## config.mk

```make
export PLATFORM = sky130hd
export DESIGN_NAME = psm_ctrl
export DESIGN_NICKNAME = d
export VERILOG_FILES = /design/src/rtl/psm_pkg.sv /design/src/rtl/psm_div_if.sv /design/src/rtl/psm_clkdiv.sv /design/src/rtl/psm_ctrl.sv
export VERILOG_INCLUDE_DIRS = /design/src /design/src/rtl
export SDC_FILE = /design/constraint.sdc
export NUM_CORES = 1
export LEC_CHECK = 0
export BUFFER_PORTS_ARGS = -buffer_cell sky130_fd_sc_hd__buf_2
export CAP_MARGIN = 20
export CORE_MARGIN = 4
export CORE_UTILIZATION = 33
export DETAILED_ROUTE_END_ITERATION = 10
export GPL_TIMING_DRIVEN = 1
export PLACE_DENSITY_LB_ADDON = 0.08
export SLEW_MARGIN = 20
export SYNTH_ARGS = -nofsm -noshare
export SYNTH_HDL_FRONTEND = slang
export SYNTH_SLANG_ARGS = --single-unit
```

## constraint.sdc

```tcl
create_clock -name i_clk_sys -period 2 [get_ports i_clk_sys]
set_input_delay 0.2 -clock i_clk_sys [delete_from_list [all_inputs] [get_ports i_clk_sys]]
set_output_delay 0.2 -clock i_clk_sys [all_outputs]
set_load 0.005 [all_outputs]
```

## src/rtl/psm_defs.svh

```systemverilog
// Offsets, field positions, reset values and timing counts of the power-mode block.
`ifndef PSM_DEFS_SVH
`define PSM_DEFS_SVH

// Register byte offsets on the Avalon-MM slave.
`define PSM_ADDR_CTRL        4'h0
`define PSM_ADDR_OPT         4'h4
`define PSM_ADDR_STAT        4'h8

// Control register fields.
`define PSM_CTRL_SLOW_SEL    0
`define PSM_CTRL_DIV_LO      1
`define PSM_CTRL_DIV_HI      2
`define PSM_CTRL_OSC_IE      3
`define PSM_CTRL_RESET       4'h0

// Option register fields.
`define PSM_OPT_LONG_DLY     0
`define PSM_OPT_WDG_HALT     1
`define PSM_OPT_RESET        2'h0

// Status register fields.
`define PSM_STAT_STATE_LO    0
`define PSM_STAT_STATE_HI    5
`define PSM_STAT_SLOW_WAIT   6
`define PSM_STAT_OSC_ON      7
`define PSM_STAT_WAKE_RST    8

// Instruction codes and interrupt mask level.
`define PSM_OPC_HALT         8'h8E
`define PSM_MASK_ALL_ENABLED 2'h2

// Oscillator stabilisation delay in master clock cycles.
`define PSM_STAB_SHORT       256
`define PSM_STAB_LONG        4096

`endif

```

## src/rtl/psm_pkg.sv

```systemverilog
// Types shared by the power-mode control block.
package psm_pkg;

   typedef enum logic [5:0]
   {
      PSM_RUN   = 6'h01,
      PSM_WAIT  = 6'h02,
      PSM_AHALT = 6'h04,
      PSM_HALT  = 6'h08,
      PSM_STAB  = 6'h10,
      PSM_GUARD = 6'h20
   } psm_mode_t;

   typedef struct packed
   {
      psm_mode_t   mode;
      logic [12:0] dly_cnt;
      logic        wake_rst;
      logic        wake_irq;
      logic [3:0]  ctrl;
      logic [1:0]  opt;
      logic        ack;
      logic [31:0] rdata;
      logic        mask_force;
      logic        irq_service;
      logic        reset_fetch;
      logic        wdg_reset;
   } psm_state_t;

   typedef struct packed
   {
      logic [3:0] cnt;
      logic       tick;
   } psm_div_state_t;

endpackage : psm_pkg

```

## src/rtl/psm_div_if.sv

```systemverilog
// Connection between the mode controller and its clock divider.
`timescale 1ns/10ps
interface psm_div_if;
   logic       ce;
   logic       slow_en;
   logic [1:0] sel;
   logic       tick;

   modport ctrl
   (
      output ce,
      output slow_en,
      output sel,
      input  tick
   );

   modport div
   (
      input  ce,
      input  slow_en,
      input  sel,
      output tick
   );
endinterface : psm_div_if

```

## src/rtl/psm_clkdiv.sv

```systemverilog
// Slow-mode divider producing the CPU and peripheral clock enable.
`timescale 1ns/10ps
module psm_clkdiv
(
   // Clock and reset.
   input  wire logic i_clk_sys,
   input  wire logic i_reset,
   // Controller side.
   psm_div_if.div    div
);

   psm_pkg::psm_div_state_t q;
   psm_pkg::psm_div_state_t n;
   logic [3:0]              last;

   always_comb
   begin
      // Divide by 2, 4, 8 or 16: the tick shows in the cycle after the last count, with the count back at zero.
      last = 4'((5'h01 << (3'(div.sel) + 3'h1)) - 5'h01);
      n = q;
      if (!div.slow_en)
      begin
         n.cnt  = 4'h0;
         n.tick = 1'b1;
      end
      else if (q.cnt >= last)
      begin
         n.cnt  = 4'h0;
         n.tick = 1'b1;
      end
      else
      begin
         n.cnt  = q.cnt + 4'h1;
         n.tick = 1'b0;
      end
   end

   always_ff @(posedge i_clk_sys or posedge i_reset)
   begin
      if (i_reset)
         q <= '{cnt: 4'h0, tick: 1'b1};
      else if (div.ce)
         q <= n;
   end

   assign div.tick = q.tick; // see RULE_02

endmodule : psm_clkdiv

```

## src/rtl/psm_ctrl.sv

```systemverilog
// Power saving mode controller with its Avalon-MM register slave.
`timescale 1ns/10ps
`include "psm_defs.svh"

// Contract
// RULE_01: Reset starts Run mode on master clock.
// RULE_02: Slow select divides clock by 2 to 16.
// RULE_03: Wait during slow mode gives Slow Wait.
// RULE_04: Wait stops only the CPU.
// RULE_05: Wait entry forces mask bits to 10.
// RULE_06: Wait ends on interrupt or reset vector.
// RULE_07: Wake interrupt stacks flags, sets priority mask.
// RULE_08: Halt enters Halt or Active Halt by enable.
// RULE_09: Active Halt keeps only oscillator and counter.
// RULE_10: Active Halt interrupt wake has no delay.
// RULE_11: Active Halt reset wake inserts stabilisation delay.
// RULE_12: Halt entries force mask 10, pending wakes.
// RULE_13: Active Halt with enable avoids watchdog reset.
// RULE_14: Enable cleared early finishes delay in Halt.
// RULE_15: Halt switches oscillator and peripherals off.
// RULE_16: Halt wake restarts oscillator, waits 256/4096.
// RULE_17: Watchdog option turns halt into watchdog reset.
// RULE_18: Software ensures wake event before Halt.
// RULE_19: Opcode 0x8E decodes as halt.
module psm_ctrl
#(
   parameter logic [7:0] WAIT_OPCODE = 8'h8F,
   parameter int         STAB_SHORT  = `PSM_STAB_SHORT,
   parameter int         STAB_LONG   = `PSM_STAB_LONG
)
(
   // Clock, reset and clock enable.
   input  wire logic        i_clk_sys,
   input  wire logic        i_reset,
   input  wire logic        i_ce,
   // Avalon-MM register slave.
   input  wire logic [3:0]  i_avs_address,
   input  wire logic        i_avs_read,
   input  wire logic        i_avs_write,
   input  wire logic [31:0] i_avs_writedata,
   output logic      [31:0] o_avs_readdata,
   output logic             o_avs_waitrequest,
   // CPU instruction stream.
   input  wire logic        i_instr_valid,
   input  wire logic [7:0]  i_opcode,
   // Wake-up sources.
   input  wire logic        i_irq_pending,
   input  wire logic        i_ext_irq,
   input  wire logic        i_rtc_irq,
   input  wire logic        i_halt_wake_irq,
   input  wire logic        i_reset_event,
   // Watchdog.
   input  wire logic        i_wdg_enabled,
   output logic             o_wdg_reset,
   output logic             o_wdg_hold,
   // Clock gating.
   output logic             o_osc_on,
   output logic             o_rtc_clk_en,
   output logic             o_cpu_clk_en,
   output logic             o_periph_clk_en,
   // CPU mode control.
   output logic             o_mask_force,
   output logic      [1:0]  o_mask_bits,
   output logic             o_irq_service,
   output logic             o_reset_fetch,
   output logic             o_slow_wait
);

   // Counts must fit the 13-bit delay counter, and the wait opcode must
   // differ from the halt opcode.
   if (STAB_SHORT < 1 || STAB_SHORT > 8191)
   begin : g_bad_short
      $error("psm_ctrl: short stabilisation count out of range");
   end
   if (STAB_LONG < 1 || STAB_LONG > 8191)
   begin : g_bad_long
      $error("psm_ctrl: long stabilisation count out of range");
   end
   if (WAIT_OPCODE == `PSM_OPC_HALT)
   begin : g_bad_opcode
      $error("psm_ctrl: wait opcode equals the halt opcode");
   end

   localparam logic [12:0] DLY_S = 13'(STAB_SHORT);
   localparam logic [12:0] DLY_L = 13'(STAB_LONG);

   psm_pkg::psm_state_t q;
   psm_pkg::psm_state_t n;
   psm_div_if           dv ();
   logic                req;
   logic                wr_go;
   logic                oscillator_interrupt_enable;
   logic                oie_nxt;
   logic [12:0]         dly;
   logic [31:0]         stat;

   psm_clkdiv u_div
   (
      .i_clk_sys (i_clk_sys),
      .i_reset   (i_reset),
      .div       (dv.div)
   );

   assign dv.ce      = i_ce;
   assign dv.slow_en = q.ctrl[`PSM_CTRL_SLOW_SEL];               // see RULE_02
   assign dv.sel     = q.ctrl[`PSM_CTRL_DIV_HI:`PSM_CTRL_DIV_LO]; // see RULE_02

   assign req   = i_avs_read | i_avs_write;
   assign wr_go = i_avs_write & q.ack;
   assign oscillator_interrupt_enable   = q.ctrl[`PSM_CTRL_OSC_IE];
   assign dly   = q.opt[`PSM_OPT_LONG_DLY] ? DLY_L : DLY_S;

   // Status word: one-hot mode, slow wait, oscillator and wake cause.
   always_comb
   begin
      stat = 32'h0;
      stat[`PSM_STAT_STATE_HI:`PSM_STAT_STATE_LO] = q.mode;
      stat[`PSM_STAT_SLOW_WAIT] = o_slow_wait;
      stat[`PSM_STAT_OSC_ON]    = o_osc_on;
      stat[`PSM_STAT_WAKE_RST]  = q.wake_rst;
   end

   // A write reaches the oscillator interrupt enable at once, so the guard
   // window check this cycle sees the new enable.
   always_comb
   begin
      oie_nxt = oscillator_interrupt_enable;
      if (wr_go && i_avs_address == `PSM_ADDR_CTRL)
         oie_nxt = i_avs_writedata[`PSM_CTRL_OSC_IE];
   end

   always_comb
   begin
      n = q;
      n.mask_force  = 1'b0;
      n.irq_service = 1'b0;
      n.reset_fetch = 1'b0;
      n.wdg_reset   = 1'b0;

      // Bus slave: one wait cycle, read data registered on the first.
      n.ack = req & ~q.ack;
      if (req && !q.ack)
      begin
         n.rdata = 32'h0;
         unique case (i_avs_address)
            `PSM_ADDR_CTRL: n.rdata[3:0] = q.ctrl;
            `PSM_ADDR_OPT:  n.rdata[1:0] = q.opt;
            `PSM_ADDR_STAT: n.rdata      = stat;
            default:        n.rdata      = 32'h0;
         endcase
      end
      if (wr_go && i_avs_address == `PSM_ADDR_CTRL)
         n.ctrl = i_avs_writedata[3:0];
      if (wr_go && i_avs_address == `PSM_ADDR_OPT)
         n.opt = i_avs_writedata[1:0];

      unique case (q.mode)
         psm_pkg::PSM_RUN:
         begin
            if (i_reset_event)
               n.reset_fetch = 1'b1;
            else if (i_instr_valid && i_opcode == `PSM_OPC_HALT) // see RULE_19
            begin
               if (oscillator_interrupt_enable)
               begin
                  n.mode       = psm_pkg::PSM_AHALT; // see RULE_08
                  n.mask_force = 1'b1;               // see RULE_12
               end
               else if (i_wdg_enabled && q.opt[`PSM_OPT_WDG_HALT])
                  n.wdg_reset = 1'b1;                // see RULE_17
               else
               begin
                  n.mode       = psm_pkg::PSM_HALT;  // see RULE_08
                  n.mask_force = 1'b1;               // see RULE_12
               end
            end
            else if (i_instr_valid && i_opcode == WAIT_OPCODE)
            begin
               n.mode       = psm_pkg::PSM_WAIT;     // see RULE_04
               n.mask_force = 1'b1;                  // see RULE_05
            end
         end
         psm_pkg::PSM_WAIT:
         begin
            if (i_reset_event)
            begin
               n.mode        = psm_pkg::PSM_RUN;     // see RULE_06
               n.reset_fetch = 1'b1;
            end
            else if (i_irq_pending)
            begin
               n.mode        = psm_pkg::PSM_RUN;     // see RULE_06
               n.irq_service = 1'b1;                 // see RULE_07
            end
         end
         psm_pkg::PSM_AHALT:
         begin
            if (i_reset_event)
            begin
               n.mode     = psm_pkg::PSM_STAB;       // see RULE_11
               n.dly_cnt  = dly;
               n.wake_rst = 1'b1;
               n.wake_irq = 1'b0;
            end
            else if (i_rtc_irq)
            begin
               // Oscillator kept running: the CPU resumes at once, the
               // delay window still runs for the enable check.
               n.mode        = psm_pkg::PSM_GUARD;   // see RULE_10
               n.dly_cnt     = dly;
               n.wake_rst    = 1'b0;
               n.irq_service = 1'b1;                 // see RULE_07
            end
            else if (i_ext_irq || i_irq_pending)
            begin
               n.mode        = psm_pkg::PSM_RUN;     // see RULE_10
               n.wake_rst    = 1'b0;
               n.irq_service = 1'b1;                 // see RULE_12
            end
         end
         psm_pkg::PSM_HALT:
         begin
            if (i_reset_event || i_halt_wake_irq)
            begin
               n.mode     = psm_pkg::PSM_STAB;       // see RULE_16
               n.dly_cnt  = dly;
               n.wake_rst = i_reset_event;
               n.wake_irq = ~i_reset_event;
            end
         end
         psm_pkg::PSM_STAB:
         begin
            if (i_reset_event)
            begin
               n.wake_rst = 1'b1;
               n.wake_irq = 1'b0;
            end
            if (q.dly_cnt <= 13'h1)
            begin
               n.mode        = psm_pkg::PSM_RUN;     // see RULE_16
               n.dly_cnt     = 13'h0;
               n.reset_fetch = q.wake_rst | i_reset_event; // see RULE_11
               n.irq_service = q.wake_irq & ~i_reset_event;
               n.wake_irq    = 1'b0;
            end
            else
               n.dly_cnt = q.dly_cnt - 13'h1;
         end
         psm_pkg::PSM_GUARD:
         begin
            if (i_reset_event)
            begin
               n.mode        = psm_pkg::PSM_RUN;
               n.dly_cnt     = 13'h0;
               n.reset_fetch = 1'b1;
            end
            else if (!oie_nxt)
            begin
               n.mode     = psm_pkg::PSM_STAB;       // see RULE_14
               n.dly_cnt  = q.dly_cnt;
               n.wake_irq = 1'b0;
            end
            else if (q.dly_cnt <= 13'h1)
            begin
               n.mode    = psm_pkg::PSM_RUN;
               n.dly_cnt = 13'h0;
            end
            else
               n.dly_cnt = q.dly_cnt - 13'h1;
         end
      endcase
   end

   always_ff @(posedge i_clk_sys or posedge i_reset)
   begin
      if (i_reset)
      begin
         q.mode        <= psm_pkg::PSM_RUN; // see RULE_01
         q.dly_cnt     <= 13'h0;
         q.wake_rst    <= 1'b0;
         q.wake_irq    <= 1'b0;
         q.ctrl        <= `PSM_CTRL_RESET;
         q.opt         <= `PSM_OPT_RESET;
         q.ack         <= 1'b0;
         q.rdata       <= 32'h0;
         q.mask_force  <= 1'b0;
         q.irq_service <= 1'b0;
         q.reset_fetch <= 1'b0;
         q.wdg_reset   <= 1'b0;
      end
      else if (i_ce)
         q <= n;
   end

   assign o_avs_waitrequest = req & ~q.ack;
   assign o_avs_readdata    = q.rdata;

   assign o_mask_force  = q.mask_force;             // see RULE_05
   assign o_mask_bits   = `PSM_MASK_ALL_ENABLED;    // see RULE_12
   assign o_irq_service = q.irq_service;            // see RULE_07
   assign o_reset_fetch = q.reset_fetch;            // see RULE_06
   assign o_wdg_reset   = q.wdg_reset;              // see RULE_17

   // The oscillator only stops in Halt; it restarts for the delay.
   assign o_osc_on     = q.mode != psm_pkg::PSM_HALT;   // see RULE_15
   assign o_rtc_clk_en = o_osc_on & i_ce;               // see RULE_09
   assign o_wdg_hold   = q.mode == psm_pkg::PSM_AHALT;  // see RULE_13

   // The CPU runs in Run and in the guard window, peripherals in Wait as
   // well; all of them pause between divider ticks.
   always_comb
   begin
      o_cpu_clk_en    = 1'b0;
      o_periph_clk_en = 1'b0;
      if (i_ce && dv.tick)
      begin
         unique case (q.mode)
            psm_pkg::PSM_RUN,
            psm_pkg::PSM_GUARD:
            begin
               o_cpu_clk_en    = 1'b1; // see RULE_01
               o_periph_clk_en = 1'b1;
            end
            psm_pkg::PSM_WAIT:
            begin
               o_cpu_clk_en    = 1'b0; // see RULE_04
               o_periph_clk_en = 1'b1; // see RULE_03
            end
            psm_pkg::PSM_AHALT,
            psm_pkg::PSM_HALT,
            psm_pkg::PSM_STAB:
            begin
               o_cpu_clk_en    = 1'b0; // see RULE_09
               o_periph_clk_en = 1'b0; // see RULE_15
            end
         endcase
      end
   end

   assign o_slow_wait = q.mode == psm_pkg::PSM_WAIT
                      && q.ctrl[`PSM_CTRL_SLOW_SEL];      // see RULE_03

endmodule : psm_ctrl

```

Word-level counts from Yosys, hierarchy flattened
Index checks and enable logic that the tools add are counted.
- output and inout bits: 45
- register bits: 69
- word-level logic and storage cells: 136
- input port bits: 56
- equal/unequal tests: 24
- shifts and indexed selects: 1
- magnitude comparators: 2
- mux-type cells: 58
- reductions and logical operators: 25
- bitwise operators: 8
- $add $sub $neg: 4
- operators by type and width (operator ; count):
    two-way mux 6 bit ; 10
    one-hot mux 13 bit (4 select lines) ; 1
    two-way mux 13 bit ; 3
    two-way mux 19 bit ; 2
    one-hot mux 6 bit (6 select lines) ; 1
    two-way mux 1 bit ; 26
    two-way mux 21 bit ; 1
    two-way mux 20 bit ; 1
    == test 8 bit, second input constant ; 2
    two-way mux 5 bit ; 3
    != test 3 bit, second input constant ; 5
    AND reduction 7 bit ; 2
    less-or-equal comparator 13 x 1 -> 1 bit, second input constant ; 1
    subtractor 13 x 1 -> 13 bit, second input constant ; 1
    != test 2 bit, second input constant ; 6
    AND reduction 5 bit ; 2
    logical AND 1 bit ; 8
    == test 6 x 1 -> 1 bit, second input constant ; 1
    == test 6 x 2 -> 1 bit, second input constant ; 1
    == test 6 x 3 -> 1 bit, second input constant ; 1
    == test 6 x 4 -> 1 bit, second input constant ; 1
    == test 6 x 5 -> 1 bit, second input constant ; 1
    == test 6 bit, second input constant ; 1
    != test 6 x 4 -> 1 bit, second input constant ; 1
    27 further kinds ; 40

Depth between registers and ports, before layout
- word-level depth: 6
- gate-level depth with buffers: 9
- depth with buffers taken out: 8

Cells and area by module
From an unflattened synthesis, not the netlist that was laid out.
- cells, all modules: 320
- area, all modules: 3055.4 um^2
- by module, submodules not included (module ; area each (um^2) ; cells an instance ; times used ; seq. area each (um^2)):
    psm_ctrl ; 2706.3 ; 283 ; 1 ; 1027.2
    psm_clkdiv ; 349.1 ; 37 ; 1 ; 126.4

Worst setup path after synthesis
No wires, ideal clock.
- path type: register -> register
- start point: reg q[59] (netlist name)
- end point: reg q[50] (netlist name)
- setup time: 146 ps
- path buffers: 1
- data arrival time: 2010 ps
- stages on the path, launching flop included: 8
- path slack: -155 ps
- required time: 1854 ps
- clock period less this slack: 2155 ps
- cell sequence: dfrtp_1 > or4_4 > or2_1 > or3_1 > and3_1 > buf_4 > nand2_4 > o221ai_1
- cells in the longest elaborated chain, start to end: 3
- elaborated cells on any way between the ends: 10
- classes of those cells: eq/ne (7); mux (1); reduce/logical (2)
- RTL lines (item ; line ; text):
    start: declaration ; psm_ctrl.sv:87 ; psm_pkg::psm_state_t q;
    start signal: assignment ; psm_ctrl.sv:292 ; q <= n;
    == test 6 bit, or another cell as far along ; psm_ctrl.sv:157 ; unique case (q.mode)
    != test 3 bit (no line), or another cell as far along ; -- ;
    AND reduction 5 bit (no line) ; -- ;
Parallel ways exist; a longest one is shown, timed or not.
A chain may end at the register's enable or synchronous reset.

Worst setup path after layout
- start point: reg q[62] (netlist name)
- end point: reg q[46] (netlist name)
The elaborated chain is that of the path after synthesis.

==> flow_summary_export.csv <==
group,metric,value,unit
cts,clock_sinks,46,
layout,n_antenna_cell,0,
critical_path,worstPathMaxFanout,7,
placement,gp_congestion,0.842,
yosys,yosys_warnings,0,
critical_path,cp_slowest_cell,"or4_4",
yosys,synthTopCellsByCount,"dfrtp_1 (44), buf_4 (36), nand2_1 (31), nor2_1 (26), o21ai_0 (17)",
layout,fin_util,0.475,
timing,setup_ws,-0.203,ns
yosys,yosys.area.top_type,"dfrtp_1",
layout,finish.instance_area,0.00410,sq mm
timing,rsz0062_at_grt,"yes",
global_route,grt_pass1_wl,12.8,mm
yosys,yosysMostFrequentCell,"dfrtp_1",
die,rows,34,
yosys,synth-edff-count,0,
cts,cts_inserted_buffers,5,
critical_path,max_stage_delay,0.53,ns
cts,h-tree-depth,2,
status,outcome,"finished with violations",
critical_path,critPathKind,"flip-flop to flip-flop",
detailed_routing,vias,2673,
timing,fin_crit,2.20,ns
placement,place_area,0.00356,sq mm
yosys,ys_top_cells_by_area,"dfrtp_1 (38%), buf_4 (9.3%), nand2_1 (4.0%)",
yosys,synth_ff_type,"dfrtp_1",
die,core,0.00864,sq mm
status,violations,"setup timing",
critical_path,crit_buf_inv,1,
global_route,grt_pass1_vias,2598,
layout,drive_gt1_frac,0.444,
cts,clk_latency,0.31,ns
critical_path,worstPathCellList,"or4_4, or2_4, or3_4, and3_4, buf_6, o22ai_2",
critical_path,crit_path_end_kind,"flip-flop",
pwr,power,4.74,mW
global_route,use_met1,0.232,
detailed_routing,drt_pass1_iterations,5,
critical_path,cp.required,2.23,ns
layout,syn2layout_area_growth,40.8,%
yosys,synthArstFlopShare,1.00,
pwr,powerDensity,1160,mW/mm^2
detailed_routing,viasPerCell,4.95,
critical_path,cpLargestDelayFamily,"simple AND/OR/NAND/NOR gates",
layout,nNetsFinal,494,
global_route,antenna_found_initial,0,
cts,cts-root-buf,"clkbuf_8",
timing,hold_slack,0.0922,ns
die,start_util,0.337,
global_route,grt_usage,0.156,
timing,hold_viol,0,
placement,dpl.cell_count,516,
global_route,top_usage_layer,"met2",
die,die_y,102,um
yosys,seq_area_frac_synth,0.396,
cts,clkTransAtPathRegs,0.09,ns
detailed_routing,drcViolationCount,0,
run,drv_cap,0,
detailed_routing,wirelength,7.92,mm
timing,tightest_slew,0.665,ns
layout,fin_cells,540,
global_route,use_met2,0.233,
placement,portBuffers,47,
yosys,syn_area,0.00291,sq mm
yosys,synthDistinctLibCells,61,
cts,cts_tree,"yes",
timing,finalSetupViolCount,25,
timing,skew,0.00870,ns
pwr,p_leak,1.97,nW
die,die-width,102,um
die,die_area,0.0104,sq mm
placement,dpl.hpwl,5.92,mm
timing,fin_crit_sh,1.10,
worst_hold_path,min_path_type,"input port to flip-flop",
detailed_routing,drt_iter0_markers,102,
placement,post-place-ws,-0.235,ns
timing,slew_viol_final,0,
yosys,synth_seq_cells,46,
global_route,grt_overflow_total,0,
detailed_routing,drtAntennaViolNets,0,
cts,clock_tree.buffer_depth,2,
timing,clock.fmax,454,MHz
yosys,synthCells,318,
yosys,avgSynthCellArea,9.16,sq um
global_route,grt_util_met3,0.0259,
yosys,synth_top_area_share,0.378,
critical_path,cp-start-kind,"flip-flop",
timing,relSlewSlack,0.551,
timing,tns,-3.52,ns
global_route,grt_max_degree,26,
detailed_routing,post_drt_wl_per_cell,14.7,um
critical_path,arrival,2.43,ns
pwr,ir_worst_vdd,0.450,mV
die,io_pins,101,
-- cells in the final DEF, fill, tap and decap left out, types with 3 or more instances in the layout --
master,netlist,routed
a21o_1,3,3
a21oi_1,7,6
a221o_1,3,3
a22o_1,13,13
and3_4,0,4
buf_2,0,43
buf_4,36,65
buf_6,0,15
clkbuf_8,0,5
conb_1,2,26
dfrtp_1,44,41
dfrtp_2,0,3
ha_1,7,7
inv_1,15,12
mux2_2,5,5
mux2i_1,3,3
nand2_1,31,31
nand2b_1,4,4
nand3_1,6,5
nand4_1,3,3
nor2_1,26,23
nor2b_1,6,5
nor3_1,7,6
nor4_1,9,8
o21ai_0,17,12
o21ai_2,0,8
o2bb2ai_1,5,3
-- metal layers --
layer	share of wire	wire (um)	vias up
met5	0	0	-
met4	0.014	108	0
met3	0.042	332	7
met2	0.44	3450	53
met1	0.51	4030	1274
li1	-	-	1339
-- timing repair --
| item | CTS | global route |
|---|---|---|
| pin swaps | 14 | 19 |
| hold buffers | 1 | 0 |
| hold endpoints to repair | 23 | 0 |
| gates resized for setup | 55 | 20 |
| setup buffers | 11 | 5 |
| endpoints found under the setup margin | 25 | 29 |
-- area by class of cell --
type,count,area [sq um]
inverters,15,58.8
fillers,843,4540
repair buffers,125,902
flip-flops and latches,46,1160
well taps,108,135
clock inverters,3,43.8
clock buffers,5,68.8
multi-input cells,238,1730
-- report_power, final --
| group | leakage (nW) | internal (mW) | switching [mW] |
|---|---|---|---|
| combinational | 1.31 | 1.30 | 1.39 |
| clock | 0.0585 | 0.375 | 0.345 |
| sequential | 0.604 | 1.14 | 0.187 |
-- logic make-up after synthesis --
logic type,share of synthesized area
mux,0.0296
compound gates,0.210
xor+xnor,0.00301
flops,0.396
simple gates,0.207
other cells,0.00258
fa+ha+maj,0.0301
buf+inv,0.122
-- registers in the layout, indices dropped and copies added (netlist names), 2 cells and up --
signal / flops
q: 24
dv.sel: 2
u_div.q: 4
o_avs_readdata: 9
-- final timing paths --
| path | startpoint | endpoint | slack [ns] | depth (start not counted) |
|---|---|---|---|---|
| max in group asynchronous | i_reset | q[58]$_DFFE_PP1P_ | 0.92 | 4 |
| min | i_avs_writedata[2] | dv.sel[1]$_DFFE_PP0P_ | 0.09 | 3 |
| min in group asynchronous | i_reset | o_avs_readdata[5]$_DFFE_PP0P_ | 0.48 | 3 |
| max reg2reg | q[62]$_DFFE_PP0P_ | q[46]$_DFFE_PP0P_ | -0.20 | 6 |
| min reg2reg | o_avs_readdata[1]$_DFFE_PP0P_ | o_avs_readdata[1]$_DFFE_PP0P_ | 0.48 | 2 |
| max | q[62]$_DFFE_PP0P_ | q[46]$_DFFE_PP0P_ | -0.20 | 6 |
-- worst register-to-register path, delay by kind of cell (launching register included) --
kind,cells,cell delay (ns)
flops,1,0.45
simple gates,4,1.43
buf+inv,1,0.13
compound gates,1,0.13
Note: power is estimated with default switching activity, not from simulation.
